File: src/verilog/swap_seq_pkg.sv
// Constants, types and timing for the power role swap sequencer.
// Assumes a 50 MHz clock and a message link that handles framing.
package swap_seq_pkg;

    localparam int CLK_MHZ = 50;

    // Times in microseconds
    localparam int SINK_TRANSITION_WAIT_US = 30;
    localparam int SINK_STANDBY_TIME_US = 20;
    localparam int SOURCE_STANDBY_TIME_US = 650;
    localparam int SOURCE_OFF_TIMER_US = 800;
    localparam int SOURCE_ON_TIMER_US = 400;

    // Counts in clock cycles
    localparam int SINK_TRANSITION_WAIT_CYC =
        SINK_TRANSITION_WAIT_US * CLK_MHZ;
    localparam int SINK_STANDBY_TIME_CYC = SINK_STANDBY_TIME_US * CLK_MHZ;
    localparam int SOURCE_STANDBY_TIME_CYC = SOURCE_STANDBY_TIME_US * CLK_MHZ;
    localparam int SOURCE_OFF_TIMER_CYC = SOURCE_OFF_TIMER_US * CLK_MHZ;
    localparam int SOURCE_ON_TIMER_CYC = SOURCE_ON_TIMER_US * CLK_MHZ;

    localparam int CNT_W = 20;
    localparam logic [CNT_W-1:0] CNT_RESET = 20'h00000;

    typedef enum logic [1:0] {
        SUPPLY_HOLD = 2'h0,
        SUPPLY_STANDBY = 2'h1,
        SUPPLY_SOURCE = 2'h2,
        SUPPLY_SINK = 2'h3
    } supply_cmd_t;

    // One-cycle message pulses, either direction
    typedef struct packed {
        logic accept;
        logic ps_rdy;
        logic goodcrc;
    } msg_t;

    localparam msg_t MSG_NONE = 3'h0;

    typedef enum logic [13:0] {
        ST_IDLE = 14'h0001,
        ST_SRC_ACC_CRC = 14'h0002,
        ST_SRC_TRANS = 14'h0004,
        ST_SRC_STBY = 14'h0008,
        ST_SRC_RDY_CRC = 14'h0010,
        ST_SRC_WAIT_RDY = 14'h0020,
        ST_SNK_WAIT_ACC = 14'h0040,
        ST_SNK_EVAL_ACC = 14'h0080,
        ST_SNK_STBY = 14'h0100,
        ST_SNK_WAIT_RDY = 14'h0200,
        ST_SNK_EVAL_RDY = 14'h0400,
        ST_SNK_NEW_SRC = 14'h0800,
        ST_SNK_RDY_CRC = 14'h1000,
        ST_SRC_EVAL_RDY = 14'h2000
    } state_t;

endpackage : swap_seq_pkg
File: src/verilog/power_role_swap_sequencer.sv
// Power role swap sequencer for either the initial source or sink.
// Assumes message pulses and supply status inputs are synchronous to CLK.
`timescale 1ns/1ps
module power_role_swap_sequencer #(
    parameter int SINK_TRANSITION_WAIT =
        swap_seq_pkg::SINK_TRANSITION_WAIT_CYC,
    parameter int SINK_STANDBY_TIME = swap_seq_pkg::SINK_STANDBY_TIME_CYC,
    parameter int SOURCE_STANDBY_TIME = swap_seq_pkg::SOURCE_STANDBY_TIME_CYC,
    parameter int SOURCE_OFF_TIMEOUT = swap_seq_pkg::SOURCE_OFF_TIMER_CYC,
    parameter int SOURCE_ON_TIMEOUT = swap_seq_pkg::SOURCE_ON_TIMER_CYC
) (
    input wire logic CLK,
    input wire logic SRST,
    input wire logic START_AS_SOURCE,
    input wire logic START_AS_SINK,
    input wire swap_seq_pkg::msg_t RX_MSG,
    output swap_seq_pkg::msg_t TX_MSG,
    input wire logic SUPPLY_STANDBY_DONE,
    input wire logic SUPPLY_SOURCE_READY,
    output swap_seq_pkg::supply_cmd_t SUPPLY_CMD,
    output logic CURRENT_LIMIT_EN,
    output logic SOURCE_OFF_RUN,
    output logic SOURCE_ON_RUN,
    output logic READY_NEW_SINK,
    output logic BUSY,
    output logic DONE,
    output logic ERROR
);
    import swap_seq_pkg::*;

    state_t state_reg;
    logic [CNT_W-1:0] wait_cnt_reg;
    logic [CNT_W-1:0] sup_cnt_reg;
    logic off_run_reg;
    logic on_run_reg;
    logic wait_expired;
    logic sup_expired;
    logic wait_clear;

    function automatic logic reached(input logic [CNT_W-1:0] cnt,
                                     input int limit);
        reached = (cnt >= CNT_W'(limit - 1));
    endfunction : reached

    // Step wait counter: cleared on entry to each timed step
    always_comb begin
        wait_expired = 1'b0;
        case (state_reg)
            ST_SRC_TRANS: wait_expired = reached(wait_cnt_reg,
                                                 SINK_TRANSITION_WAIT);
            ST_SRC_STBY: wait_expired = reached(wait_cnt_reg,
                                                SOURCE_STANDBY_TIME);
            ST_SNK_STBY: wait_expired = reached(wait_cnt_reg,
                                                SINK_STANDBY_TIME);
            default: wait_expired = 1'b0;
        endcase
        // Stale count from the last step ignored in its first cycle
        if (wait_clear) begin
            wait_expired = 1'b0;
        end
    end

    assign sup_expired = (off_run_reg && reached(sup_cnt_reg,
                                                 SOURCE_OFF_TIMEOUT))
                      || (on_run_reg && reached(sup_cnt_reg,
                                                SOURCE_ON_TIMEOUT));

    always_ff @(posedge CLK) begin
        if (SRST || wait_clear) begin
            wait_cnt_reg <= CNT_RESET;
        end else if (!wait_expired) begin
            wait_cnt_reg <= wait_cnt_reg + CNT_W'(1);
        end
    end

    // Supervision timers
    always_ff @(posedge CLK) begin
        if (SRST) begin
            off_run_reg <= 1'b0;
            on_run_reg <= 1'b0;
            sup_cnt_reg <= CNT_RESET;
        end else if (sup_expired) begin
            off_run_reg <= 1'b0;
            on_run_reg <= 1'b0;
            sup_cnt_reg <= CNT_RESET;
        end else if (state_reg == ST_IDLE) begin
            // Aborted steps leave no timer running
            off_run_reg <= 1'b0;
            on_run_reg <= 1'b0;
            sup_cnt_reg <= CNT_RESET;
        end else if (state_reg == ST_SNK_WAIT_ACC && RX_MSG.accept) begin
            off_run_reg <= 1'b1;
            sup_cnt_reg <= CNT_RESET;
        end else if (off_run_reg && RX_MSG.ps_rdy &&
                     state_reg inside {ST_SNK_STBY, ST_SNK_WAIT_RDY}) begin
            off_run_reg <= 1'b0;
        end else if (state_reg == ST_SRC_RDY_CRC && RX_MSG.goodcrc) begin
            on_run_reg <= 1'b1;
            sup_cnt_reg <= CNT_RESET;
        end else if (on_run_reg && RX_MSG.ps_rdy &&
                     state_reg == ST_SRC_WAIT_RDY) begin
            on_run_reg <= 1'b0;
        end else if (off_run_reg || on_run_reg) begin
            sup_cnt_reg <= sup_cnt_reg + CNT_W'(1);
        end
    end

    // Sequence control
    always_ff @(posedge CLK) begin
        if (SRST) begin
            state_reg <= ST_IDLE;
            TX_MSG <= MSG_NONE;
            SUPPLY_CMD <= SUPPLY_HOLD;
            CURRENT_LIMIT_EN <= 1'b0;
            READY_NEW_SINK <= 1'b0;
            DONE <= 1'b0;
            ERROR <= 1'b0;
            wait_clear <= 1'b1;
        end else begin
            TX_MSG <= MSG_NONE;
            DONE <= 1'b0;
            ERROR <= 1'b0;
            wait_clear <= 1'b0;
            if (sup_expired && state_reg != ST_IDLE) begin
                state_reg <= ST_IDLE;
                SUPPLY_CMD <= SUPPLY_HOLD;
                CURRENT_LIMIT_EN <= 1'b0;
                READY_NEW_SINK <= 1'b0;
                ERROR <= 1'b1;
                wait_clear <= 1'b1;
            end else begin
                case (state_reg)
                    ST_IDLE: begin
                        wait_clear <= 1'b1;
                        if (START_AS_SOURCE) begin
                            TX_MSG.accept <= 1'b1;
                            state_reg <= ST_SRC_ACC_CRC;
                        end else if (START_AS_SINK) begin
                            state_reg <= ST_SNK_WAIT_ACC;
                        end
                    end
                    ST_SRC_ACC_CRC: begin
                        wait_clear <= 1'b1;
                        if (RX_MSG.goodcrc) begin
                            state_reg <= ST_SRC_TRANS;
                        end
                    end
                    ST_SRC_TRANS: begin
                        if (wait_expired) begin
                            SUPPLY_CMD <= SUPPLY_STANDBY;
                            wait_clear <= 1'b1;
                            state_reg <= ST_SRC_STBY;
                        end
                    end
                    ST_SRC_STBY: begin
                        if (SUPPLY_STANDBY_DONE) begin
                            TX_MSG.ps_rdy <= 1'b1;
                            state_reg <= ST_SRC_RDY_CRC;
                        end else if (wait_expired) begin
                            ERROR <= 1'b1;
                            SUPPLY_CMD <= SUPPLY_HOLD;
                            state_reg <= ST_IDLE;
                        end
                    end
                    ST_SRC_RDY_CRC: begin
                        if (RX_MSG.goodcrc) begin
                            READY_NEW_SINK <= 1'b1;
                            state_reg <= ST_SRC_WAIT_RDY;
                        end
                    end
                    ST_SRC_WAIT_RDY: begin
                        if (RX_MSG.ps_rdy) begin
                            TX_MSG.goodcrc <= 1'b1;
                            state_reg <= ST_SRC_EVAL_RDY;
                        end
                    end
                    ST_SRC_EVAL_RDY: begin
                        SUPPLY_CMD <= SUPPLY_SINK;
                        READY_NEW_SINK <= 1'b0;
                        DONE <= 1'b1;
                        state_reg <= ST_IDLE;
                    end
                    ST_SNK_WAIT_ACC: begin
                        if (RX_MSG.accept) begin
                            TX_MSG.goodcrc <= 1'b1;
                            state_reg <= ST_SNK_EVAL_ACC;
                        end
                    end
                    ST_SNK_EVAL_ACC: begin
                        SUPPLY_CMD <= SUPPLY_STANDBY;
                        CURRENT_LIMIT_EN <= 1'b1;
                        wait_clear <= 1'b1;
                        state_reg <= ST_SNK_STBY;
                    end
                    ST_SNK_STBY: begin
                        if (SUPPLY_STANDBY_DONE) begin
                            state_reg <= ST_SNK_WAIT_RDY;
                        end else if (wait_expired) begin
                            ERROR <= 1'b1;
                            SUPPLY_CMD <= SUPPLY_HOLD;
                            CURRENT_LIMIT_EN <= 1'b0;
                            state_reg <= ST_IDLE;
                        end
                    end
                    ST_SNK_WAIT_RDY: begin
                        if (RX_MSG.ps_rdy) begin
                            TX_MSG.goodcrc <= 1'b1;
                            state_reg <= ST_SNK_EVAL_RDY;
                        end
                    end
                    ST_SNK_EVAL_RDY: begin
                        SUPPLY_CMD <= SUPPLY_SOURCE;
                        CURRENT_LIMIT_EN <= 1'b0;
                        state_reg <= ST_SNK_NEW_SRC;
                    end
                    ST_SNK_NEW_SRC: begin
                        if (SUPPLY_SOURCE_READY) begin
                            TX_MSG.ps_rdy <= 1'b1;
                            state_reg <= ST_SNK_RDY_CRC;
                        end
                    end
                    ST_SNK_RDY_CRC: begin
                        if (RX_MSG.goodcrc) begin
                            DONE <= 1'b1;
                            state_reg <= ST_IDLE;
                        end
                    end
                    default: begin
                        state_reg <= ST_IDLE;
                    end
                endcase
            end
        end
    end

    always_ff @(posedge CLK) begin
        if (SRST) begin
            SOURCE_OFF_RUN <= 1'b0;
            SOURCE_ON_RUN <= 1'b0;
            BUSY <= 1'b0;
        end else begin
            SOURCE_OFF_RUN <= off_run_reg;
            SOURCE_ON_RUN <= on_run_reg;
            BUSY <= (state_reg != ST_IDLE);
        end
    end

endmodule : power_role_swap_sequencer

File: config.mk
export PLATFORM = sky130hd
export DESIGN_NAME = power_role_swap_sequencer
export DESIGN_NICKNAME = d
export VERILOG_FILES = /design/src/verilog/swap_seq_pkg.sv /design/src/verilog/power_role_swap_sequencer.sv
export SDC_FILE = /design/constraint.sdc
export NUM_CORES = 1
export LEC_CHECK = 0
export BUFFER_PORTS_ARGS = -buffer_cell sky130_fd_sc_hd__buf_2
export CORE_MARGIN = 5
export CORE_UTILIZATION = 58
export CTS_CLUSTER_SIZE = 12
export DETAILED_ROUTE_END_ITERATION = 12
export PLACE_DENSITY = 0.76
export SLEW_MARGIN = 20
export SYNTH_ARGS = -nofsm -noshare
export SYNTH_HDL_FRONTEND = slang
export SYNTH_SLANG_ARGS = --single-unit
File: constraint.sdc
create_clock -name CLK -period 3.36 [get_ports CLK]
set_clock_uncertainty 0.1 [all_clocks]
set_input_delay 0.168 -clock CLK [delete_from_list [all_inputs] [get_ports CLK]]
set_output_delay 0.168 -clock CLK [all_outputs]
set_load 0.01 [all_outputs]
# Word level (Yosys, flattened, before mapping)
# Index checks and enable logic that the tools add are counted.
# op_classes
shift	0
order_cmp	5
reduce_logical	32
bitwise_logic	3
mul	0
addsub	2
muxes	46
eq_ne	29
div	0
# ops
cell	n
$mux 14	13
$pmux 14 s13	1
$mux 20	3
$add 20x1->20 const B	2
$ge 20x15->1 const B	2
$ne 2x2->1 const B	12
$ge 20x10->1 const B	1
$ge 20x11->1 const B	1
$ge 20x16->1 const B	1
$mux 1	18
$eq 14x1->1 const B	1
$eq 14x10->1 const B	1
$eq 14x11->1 const B	1
$eq 14x12->1 const B	1
$eq 14x13->1 const B	1
$eq 14x14->1 const B	1
$eq 14x2->1 const B	1
$eq 14x3->1 const B	1
$eq 14x4->1 const B	1
$eq 14x5->1 const B	1
$eq 14x6->1 const B	1
$eq 14x7->1 const B	1
$eq 14x8->1 const B	1
$eq 14x9->1 const B	1
20 further kinds	49
# word_totals
output_inout_bits	12
ramBits	0
n_memories	0
ff_bits	69
elab_cells	134
inputBits	9
latchBits	0
romBits	0

# Depth between registers and ports, before layout
# Gate-level depths: netlist of run 1.
# depth
word_depth	7
mapped_depth	10
ltp_nobuf	8

# Worst setup path after synthesis of run 1
# Ideal clock, no wire load.
# synth_timing
path_kind	register to register
start	register state_reg[1]
end	register state_reg[10]
setup_slack_ns	1.026
period_less_slack_ns	2.334
arrival_ns	2.117
setup_ns	0.117
required_time_ns	3.143
path_buffers	1
stages_incl_launch_ff	9
path_cell_list	dfxtp_1 buf_6 nor4_1 nand4_1 or4b_1 o211a_1 o2111ai_2 nor4b_4 nor3b_2
# synth_via
elab_chain_cells	6
elab_cells_between_ends	32
cone_classes	eq/ne: 23; mux: 6; reduce/logical: 3
# synth_lines
element	line	rtl
start, declared	power_role_swap_sequencer.sv:31	state_t state_reg;
start signal, assigned	power_role_swap_sequencer.sv:111	state_reg <= ST_IDLE;
start signal, assigned	power_role_swap_sequencer.sv:125	state_reg <= ST_IDLE;
start signal, assigned	power_role_swap_sequencer.sv:137	state_reg <= ST_SRC_ACC_CRC;
$eq 14x9->1 (tied with other cells)	power_role_swap_sequencer.sv:48, power_role_swap_sequencer.sv:132	
$pmux 1 s3	power_role_swap_sequencer.sv:48	case (state_reg)
$mux 1	power_role_swap_sequencer.sv:58	if (wait_clear) begin
$mux 14	-	
$mux 14, on equally long branches	-	
$pmux 14 s13	power_role_swap_sequencer.sv:132	case (state_reg)
# Parallel ways exist; a longest one is shown, timed or not.
# A chain may end at the register's enable or synchronous reset.

# Worst setup path after layout of run 1
# layout_timing
start	register state_reg[8]
end	register wait_cnt_reg[12]
# layout_via
elab_chain_cells	3
elab_cells_between_ends	5
cone_classes	eq/ne: 3; mux: 2
# layout_lines
element	line	rtl
$eq 14x9->1 (tied with other cells)	power_role_swap_sequencer.sv:48	
$pmux 1 s3 *	power_role_swap_sequencer.sv:48	
$mux 1 *	power_role_swap_sequencer.sv:58	
end signal, assigned	power_role_swap_sequencer.sv:72	wait_cnt_reg <= wait_cnt_reg + CNT_W'(1);
end, declared	power_role_swap_sequencer.sv:32	logic [CNT_W-1:0] wait_cnt_reg;
# Mark *: on every way between the ends. The rest lies on a longest branch, timed or not.

==> results of run 1 <==
==> metrics by stage <==
| step | setup slack (ps) | area [um^2] | std cells |
|---|---|---|---|
| after CTS | 627 | 3950 | 529 |
| final | 628 | 3950 | 529 |
| after floorplan | 1030 | 3620 | 431 |
| after detailed placement | 633 | 3730 | 511 |
| after global placement | 704 | 3730 | 511 |
| after global routing | 399 | 3950 | 529 |
==> synth_stat cells, drive strengths merged (7+ instances only) <==
library cell   n  area [um^2]
and3           7         43.8
nor4          16          113
clkbuf         9         33.8
a21oi         25          125
dfxtp         69         1380
nor2          65          244
nand2         37          139
inv            7         26.3
nand3         20          100
nor4b          7         76.3
buf            9         66.3
o21ai          8         40.0
xnor2         30          263
nor3          23          146
nand4         11         68.8
==> cells by family after synthesis <==
| logic type | share of synthesized area, % |
|---|---|
| compound gates | 13.6 |
| simple gates | 35.8 |
| buf+inv | 3.49 |
| mux | 0.553 |
| flops | 38.2 |
| xor+xnor | 7.75 |
| fa+ha+maj | 0.691 |
==> area by class of cell <==
| type | count | area share, % |
|---|---|---|
| timing repair buffer | 25 | 3.61 |
| clock buffer | 12 | 3.68 |
| inverter | 7 | 0.666 |
| tap | 75 | 2.38 |
| clock inverter | 4 | 1.20 |
| sequential | 69 | 35.0 |
| multi-input combinational | 337 | 53.5 |
==> layer usage <==
metal / share of wire (%) / routed length, um / up-vias
li1: - / - / 1606
met1: 47 / 3760 / 1491
met2: 45 / 3660 / 100
met3: 6.1 / 495 / 21
met4: 1.8 / 142 / 0
met5: 0 / 0 / -
==> what timing repair did <==
item / in CTS / in global routing
hold endpoints to repair: 2 / 0
gates resized for setup: 0 / 0
hold buffers: 2 / 0
setup endpoints to repair: 0 / 0
==> worst max-delay path: stages, from the launching register on <==
cell,delay (ps)
dfxtp_1,370
nor4_2,560
and4_1,420
nand4_1,200
a31oi_4,350
buf_4,280
nor3_1,110
xnor2_1,150
nor2_1,60
==> final timing paths <==
kind	startpoint	slack, ps	endpoint
setup / recovery	state_reg[8]$_SDFFE_PP0P_	630	wait_cnt_reg[12]$_SDFFE_PP0N_
hold reg to reg	SUPPLY_CMD[1]$_SDFFE_PP0P_	360	SUPPLY_CMD[1]$_SDFFE_PP0P_
setup reg to reg	state_reg[8]$_SDFFE_PP0P_	630	wait_cnt_reg[12]$_SDFFE_PP0N_
hold / removal	SUPPLY_STANDBY_DONE	20	state_reg[9]$_SDFFE_PP0P_
==> power by group <==
group	switching, mW	leakage, nW	total (mW)	internal, mW
sequential	0.0293	0.557	0.867	0.838
clock	0.307	0.0964	0.668	0.361
combinational	0.165	0.644	0.259	0.0938
==> results.ini, run 1 <==
[sta]
slew_headroom_pct = 54.1
post-route-min-period_ps = 2730
tns_ps = 0
hold_viol_final = 0
slew_viol_final = 0
tightest_slew_ps = 689
setup_viol = 0
grt_setup_unrepaired = no
whs_ps = 22.0
fin_crit_sh_pct = 81.3
fmax_mhz = 366

[routing]
drtPass1Iterations = 5
viasPerCell = 6.08
antenna_left = 0
wl_mm = 8.06
drc_errors = 0
route.vias.total = 3218
dr.first_iter.drc_count = 227
wl_per_cell_um = 15.2

[clock_tree]
cts.sinks = 69
clk_pin_slew_worst_paths_ps = 70
clk_latency_ps = 360
tritoncts = yes
htree_levels = 3
cts_buffers = 9
postCtsSetupRepairBufs = 0
cts_max_path_buffers = 2
cts_root_buf = clkbuf_8

[power_and_ir_drop]
totalPowerFinal_mw = 1.79
power.density_nw_per_um2 = 454
peakVddDrop_mv = 0.285
leakage_nw = 1.30

[finish]
final-seq-area_um2 = 1380
post-route-util_pct = 65.9
layout-drive-gt1-share_pct = 12.6
multiInputGateArea_um2 = 2110
n_fill_cell = 511
final_common_cell = dfxtp_1
most-common-layout-cells = 69 x dfxtp_1, 65 x nor2_1, 37 x nand2_1, 30 x xnor2_1, 25 x a21oi_1
area_growth_pct = 9.09
antenna_cells = 0
nets = 460

[yosys]
yosysWarnings = 0
ys_ff_latch = 69
ys_async_sr_fraction_pct = 0
synth_nets = 442
ys_seq_area_share_pct = 38.2
synth_area_um2 = 3620
synth-edff-count = 0
postSynthAreaPerCell_um2 = 8.40
synth_cells = 431
synth_cell_types = 60
synth-main-ff-cell = dfxtp_1

[worst_setup_path]
worstRegToRegCells = 8
end_kind = flip-flop
cp-start-kind = flip-flop
crit_type = reg2reg
critPathMaxFanout = 18
arrival_ps = 2860
worst_ep_required_time_ps = 3490

[global_route]
use_met3_pct = 7.10
grt_pass1_wl_mm = 13.5
grt_max_degree = 21
antenna_found_initial = 0
use_met2_pct = 34.6
track_usage_pct = 21.9
grt_pass1_vias = 2940
globalRouteMet1Util_pct = 28.3
busiest_layer = met2
grt-ovfl-total = 0

[placement]
hpwl_mm = 5.75
portBuffers = 20
place_congestion = 0.939

[flow_run]
max_cap_viol_count = 0

[floorplanning]
start_util_pct = 60.4
dieArea_um2 = 7920
die_w_um = 89.0
num_io_pins = 21
rows = 28
die_h_um = 89.0
core_area_um2 = 5990

[outcome]
status = completed

[hold_path]
min_path_cells = 3
hold_path.class = in2reg

No activity file was read; power rests on OpenSTA's default activity.
==> run 2, diff against run 1 <==
--- a/config.mk
+++ b/config.mk
@@ -7,7 +7,7 @@
 export LEC_CHECK = 0
 export BUFFER_PORTS_ARGS = -buffer_cell sky130_fd_sc_hd__buf_2
 export CORE_MARGIN = 5
-export CORE_UTILIZATION = 58
+export CORE_UTILIZATION = 55
 export CTS_CLUSTER_SIZE = 12
 export DETAILED_ROUTE_END_ITERATION = 12
 export PLACE_DENSITY = 0.76
==> constraint.sdc (replaced) <==
create_clock -name CLK -period 2.23 [get_ports CLK]
set_clock_uncertainty 0.1 [all_clocks]
set_input_delay 0.1115 -clock CLK [delete_from_list [all_inputs] [get_ports CLK]]
set_output_delay 0.1115 -clock CLK [all_outputs]
set_load 0.01 [all_outputs]
==> results.ini, run 2 (synthesis gave the netlist of run 1 again) <==
[outcome]
status = finished, violations left
violations = setup timing

[power_and_ir_drop]
peakVddDrop_mv = 0.613  ; +110%
power.density_nw_per_um2 = 616  ; +36%
totalPowerFinal_mw = 3.62  ; +100%
leakage_nw = 2.27  ; +75%

[clock_tree]
cts_max_path_buffers = 2  ; unchanged
htree_levels = 3  ; unchanged
clk_pin_slew_worst_paths_ps = 80  ; about the same
cts_buffers = 9  ; unchanged
cts.sinks = 69  ; unchanged
tritoncts = yes
clk_latency_ps = 370  ; about the same
cts_root_buf = clkbuf_8

[global_route]
grt_max_degree = 21  ; unchanged
antenna_found_initial = 0  ; unchanged
grt_pass1_wl_mm = 20.9  ; +54%
grt_pass1_vias = 4198  ; +43%
track_usage_pct = 30.8  ; +8.9 points
grt-ovfl-total = 0  ; unchanged

[sta]
post-route-min-period_ps = 2690  ; -43.6 ps
slew_viol_final = 0  ; unchanged
fin_crit_sh_pct = 121  ; +39 points
fmax_mhz = 372  ; +1.6%
tightest_slew_ps = 771  ; +81.9 ps
hold_viol_final = 0  ; unchanged
setup_viol = 61  ; +61
grt_setup_unrepaired = yes
fin_ws_ps = -458  ; -1090 ps
slew_headroom_pct = 48.5  ; -5.6 points
whs_ps = 48.9  ; +26.9 ps

[routing]
viasPerCell = 6.89  ; +13%
wl_per_cell_um = 26.1  ; +72%
drc_errors = 0  ; unchanged
route.vias.total = 4619  ; +44%
drtPass1Iterations = 6  ; +1
dr.first_iter.drc_count = 487  ; +110%
antenna_left = 0  ; unchanged
wl_mm = 17.5  ; +120%

[flow_run]
max_cap_viol_count = 0  ; unchanged

[worst_setup_path]
critPathMaxStageDelay_ps = 650  ; +90 ps
crit_type = reg2reg
worst_ep_required_time_ps = 2380  ; -1110 ps
arrival_ps = 2840  ; -20 ps
crit_top_cell = buf_6
rr_endpoint = state_reg[10]$_SDFFE_PP0P_
worstRegToRegCells = 10  ; +2
cp_slowest_cell = nor4b_1
r2r_slack_ps = -460  ; -1090 ps
crit_path_cell_trace = buf_6, buf_4, nor4b_1, nand4b_1, a21oi_1, a21oi_2, o2111ai_4, buf_6, nor4b_4, nor3b_2
cp-start-kind = flip-flop
end_kind = flip-flop
crit_end = state_reg[10]$_SDFFE_PP0P_
critPathMaxFanout = 4  ; -14
crit-reg2reg-launch = state_reg[5]$_SDFFE_PP0P_
startpoint = state_reg[5]$_SDFFE_PP0P_

[finish]
post-route-util_pct = 92.0  ; +26 points
area_growth_pct = 62.4
final_common_cell = buf_4
most-common-layout-cells = 113 x buf_4, 59 x nor2_1, 58 x dfxtp_1, 32 x nand2_1, 30 x xnor2_1
layout-drive-gt1-share_pct = 47.2  ; +35 points
antenna_cells = 0  ; unchanged
nets = 600  ; +30%
final_cells = 670  ; +27%
n_fill_cell = 213  ; -58%

[hold_path]
min_path_cells = 2  ; -1
hold_path.class = in2reg

[placement]
pre_cts_slack_ps = -274  ; -907 ps
place_congestion = 1.03  ; +9.2%
hpwl_mm = 7.88  ; +37%
portBuffers = 20  ; unchanged
numPlacedInstances = 616  ; +21%

[floorplanning]
die_h_um = 91.1  ; +2.4%
num_io_pins = 21  ; unchanged
rows = 29  ; +3.6%
start_util_pct = 56.7  ; -3.7 points
die_w_um = 91.1  ; +2.4%
core_area_um2 = 6390  ; +6.6%
dieArea_um2 = 8300  ; +4.8%

[run 2: cell count changes in the layout (fill, tap and decap cells not counted), sizes merged, moves of 2 or more]
| cell | delta |
|---|---|
| bufinv | +2 |
| dlygate4sd3 | +3 |
| clkbuf | -3 |
| buf | +136 |
[run 2: cell type report]
cell class | count | area (um^2) | share of cell area, %
Sequential cell | 69 | 1400 | 23.9
Timing Repair Buffer | 165 | 1350 | 23.0
Inverter | 7 | 26.3 | 0.447
Multi-Input combinational cell | 337 | 2770 | 47.1
Clock buffer | 9 | 124 | 2.11
Tap cell | 77 | 96.3 | 1.64
Clock inverter | 6 | 111 | 1.89
[run 2: how the worst min path moves through the flow]
stage | start | to | slack, ps
floorplan | SRST | wait_clear$_SDFF_PP1_ | 140
global placement | START_AS_SOURCE | TX_MSG[2]$_SDFF_PP0_ | 290
detailed placement | START_AS_SOURCE | TX_MSG[2]$_SDFF_PP0_ | 290
CTS | SRST | BUSY$_SDFF_PP0_ | 10
global route | SRST | BUSY$_SDFF_PP0_ | 60
finish | SRST | BUSY$_SDFF_PP0_ | 50
[run 2: what timing repair did]
action,4_1_cts,5_1_grt
pin swaps,30,41
resized for setup,72,79
setup endpoints to repair,60,64
hold buffers,5,0
cloned,1,0
hold endpoints to repair,6,0
setup buffers,18,16
[run 2: per-layer routing]
layer	up-vias	track usage (%)	share of wire, %
li1	1889	-	-
met1	2151	36.1	33
met2	416	54.0	48
met3	163	5.45	11
met4	0	14.7	8.5
met5	-	0	0
[run 2: critical path: cells and delay by family (launching register included)]
| kind | cells | cell delay [ps] |
|---|---|---|
| and+or+nand+nor | 4 | 1110 |
| AOI/OAI and AO/OA | 3 | 560 |
| buffers and inverters | 3 | 430 |
| DFF | 1 | 370 |
[run 2: where the power goes]
part	switching (mW)	internal, mW
Combinational	0.521	0.494
Clock	0.563	0.739
Sequential	0.0417	1.26
Total	1.13	2.49
[run 2: metrics by stage]
step	area, um^2	setup TNS (ps)
global placement	4600	-6220
floorplan	3700	-289
global route	5880	-17430
finish	5880	-14250
CTS	5390	-3770
detailed placement	4600	-7220
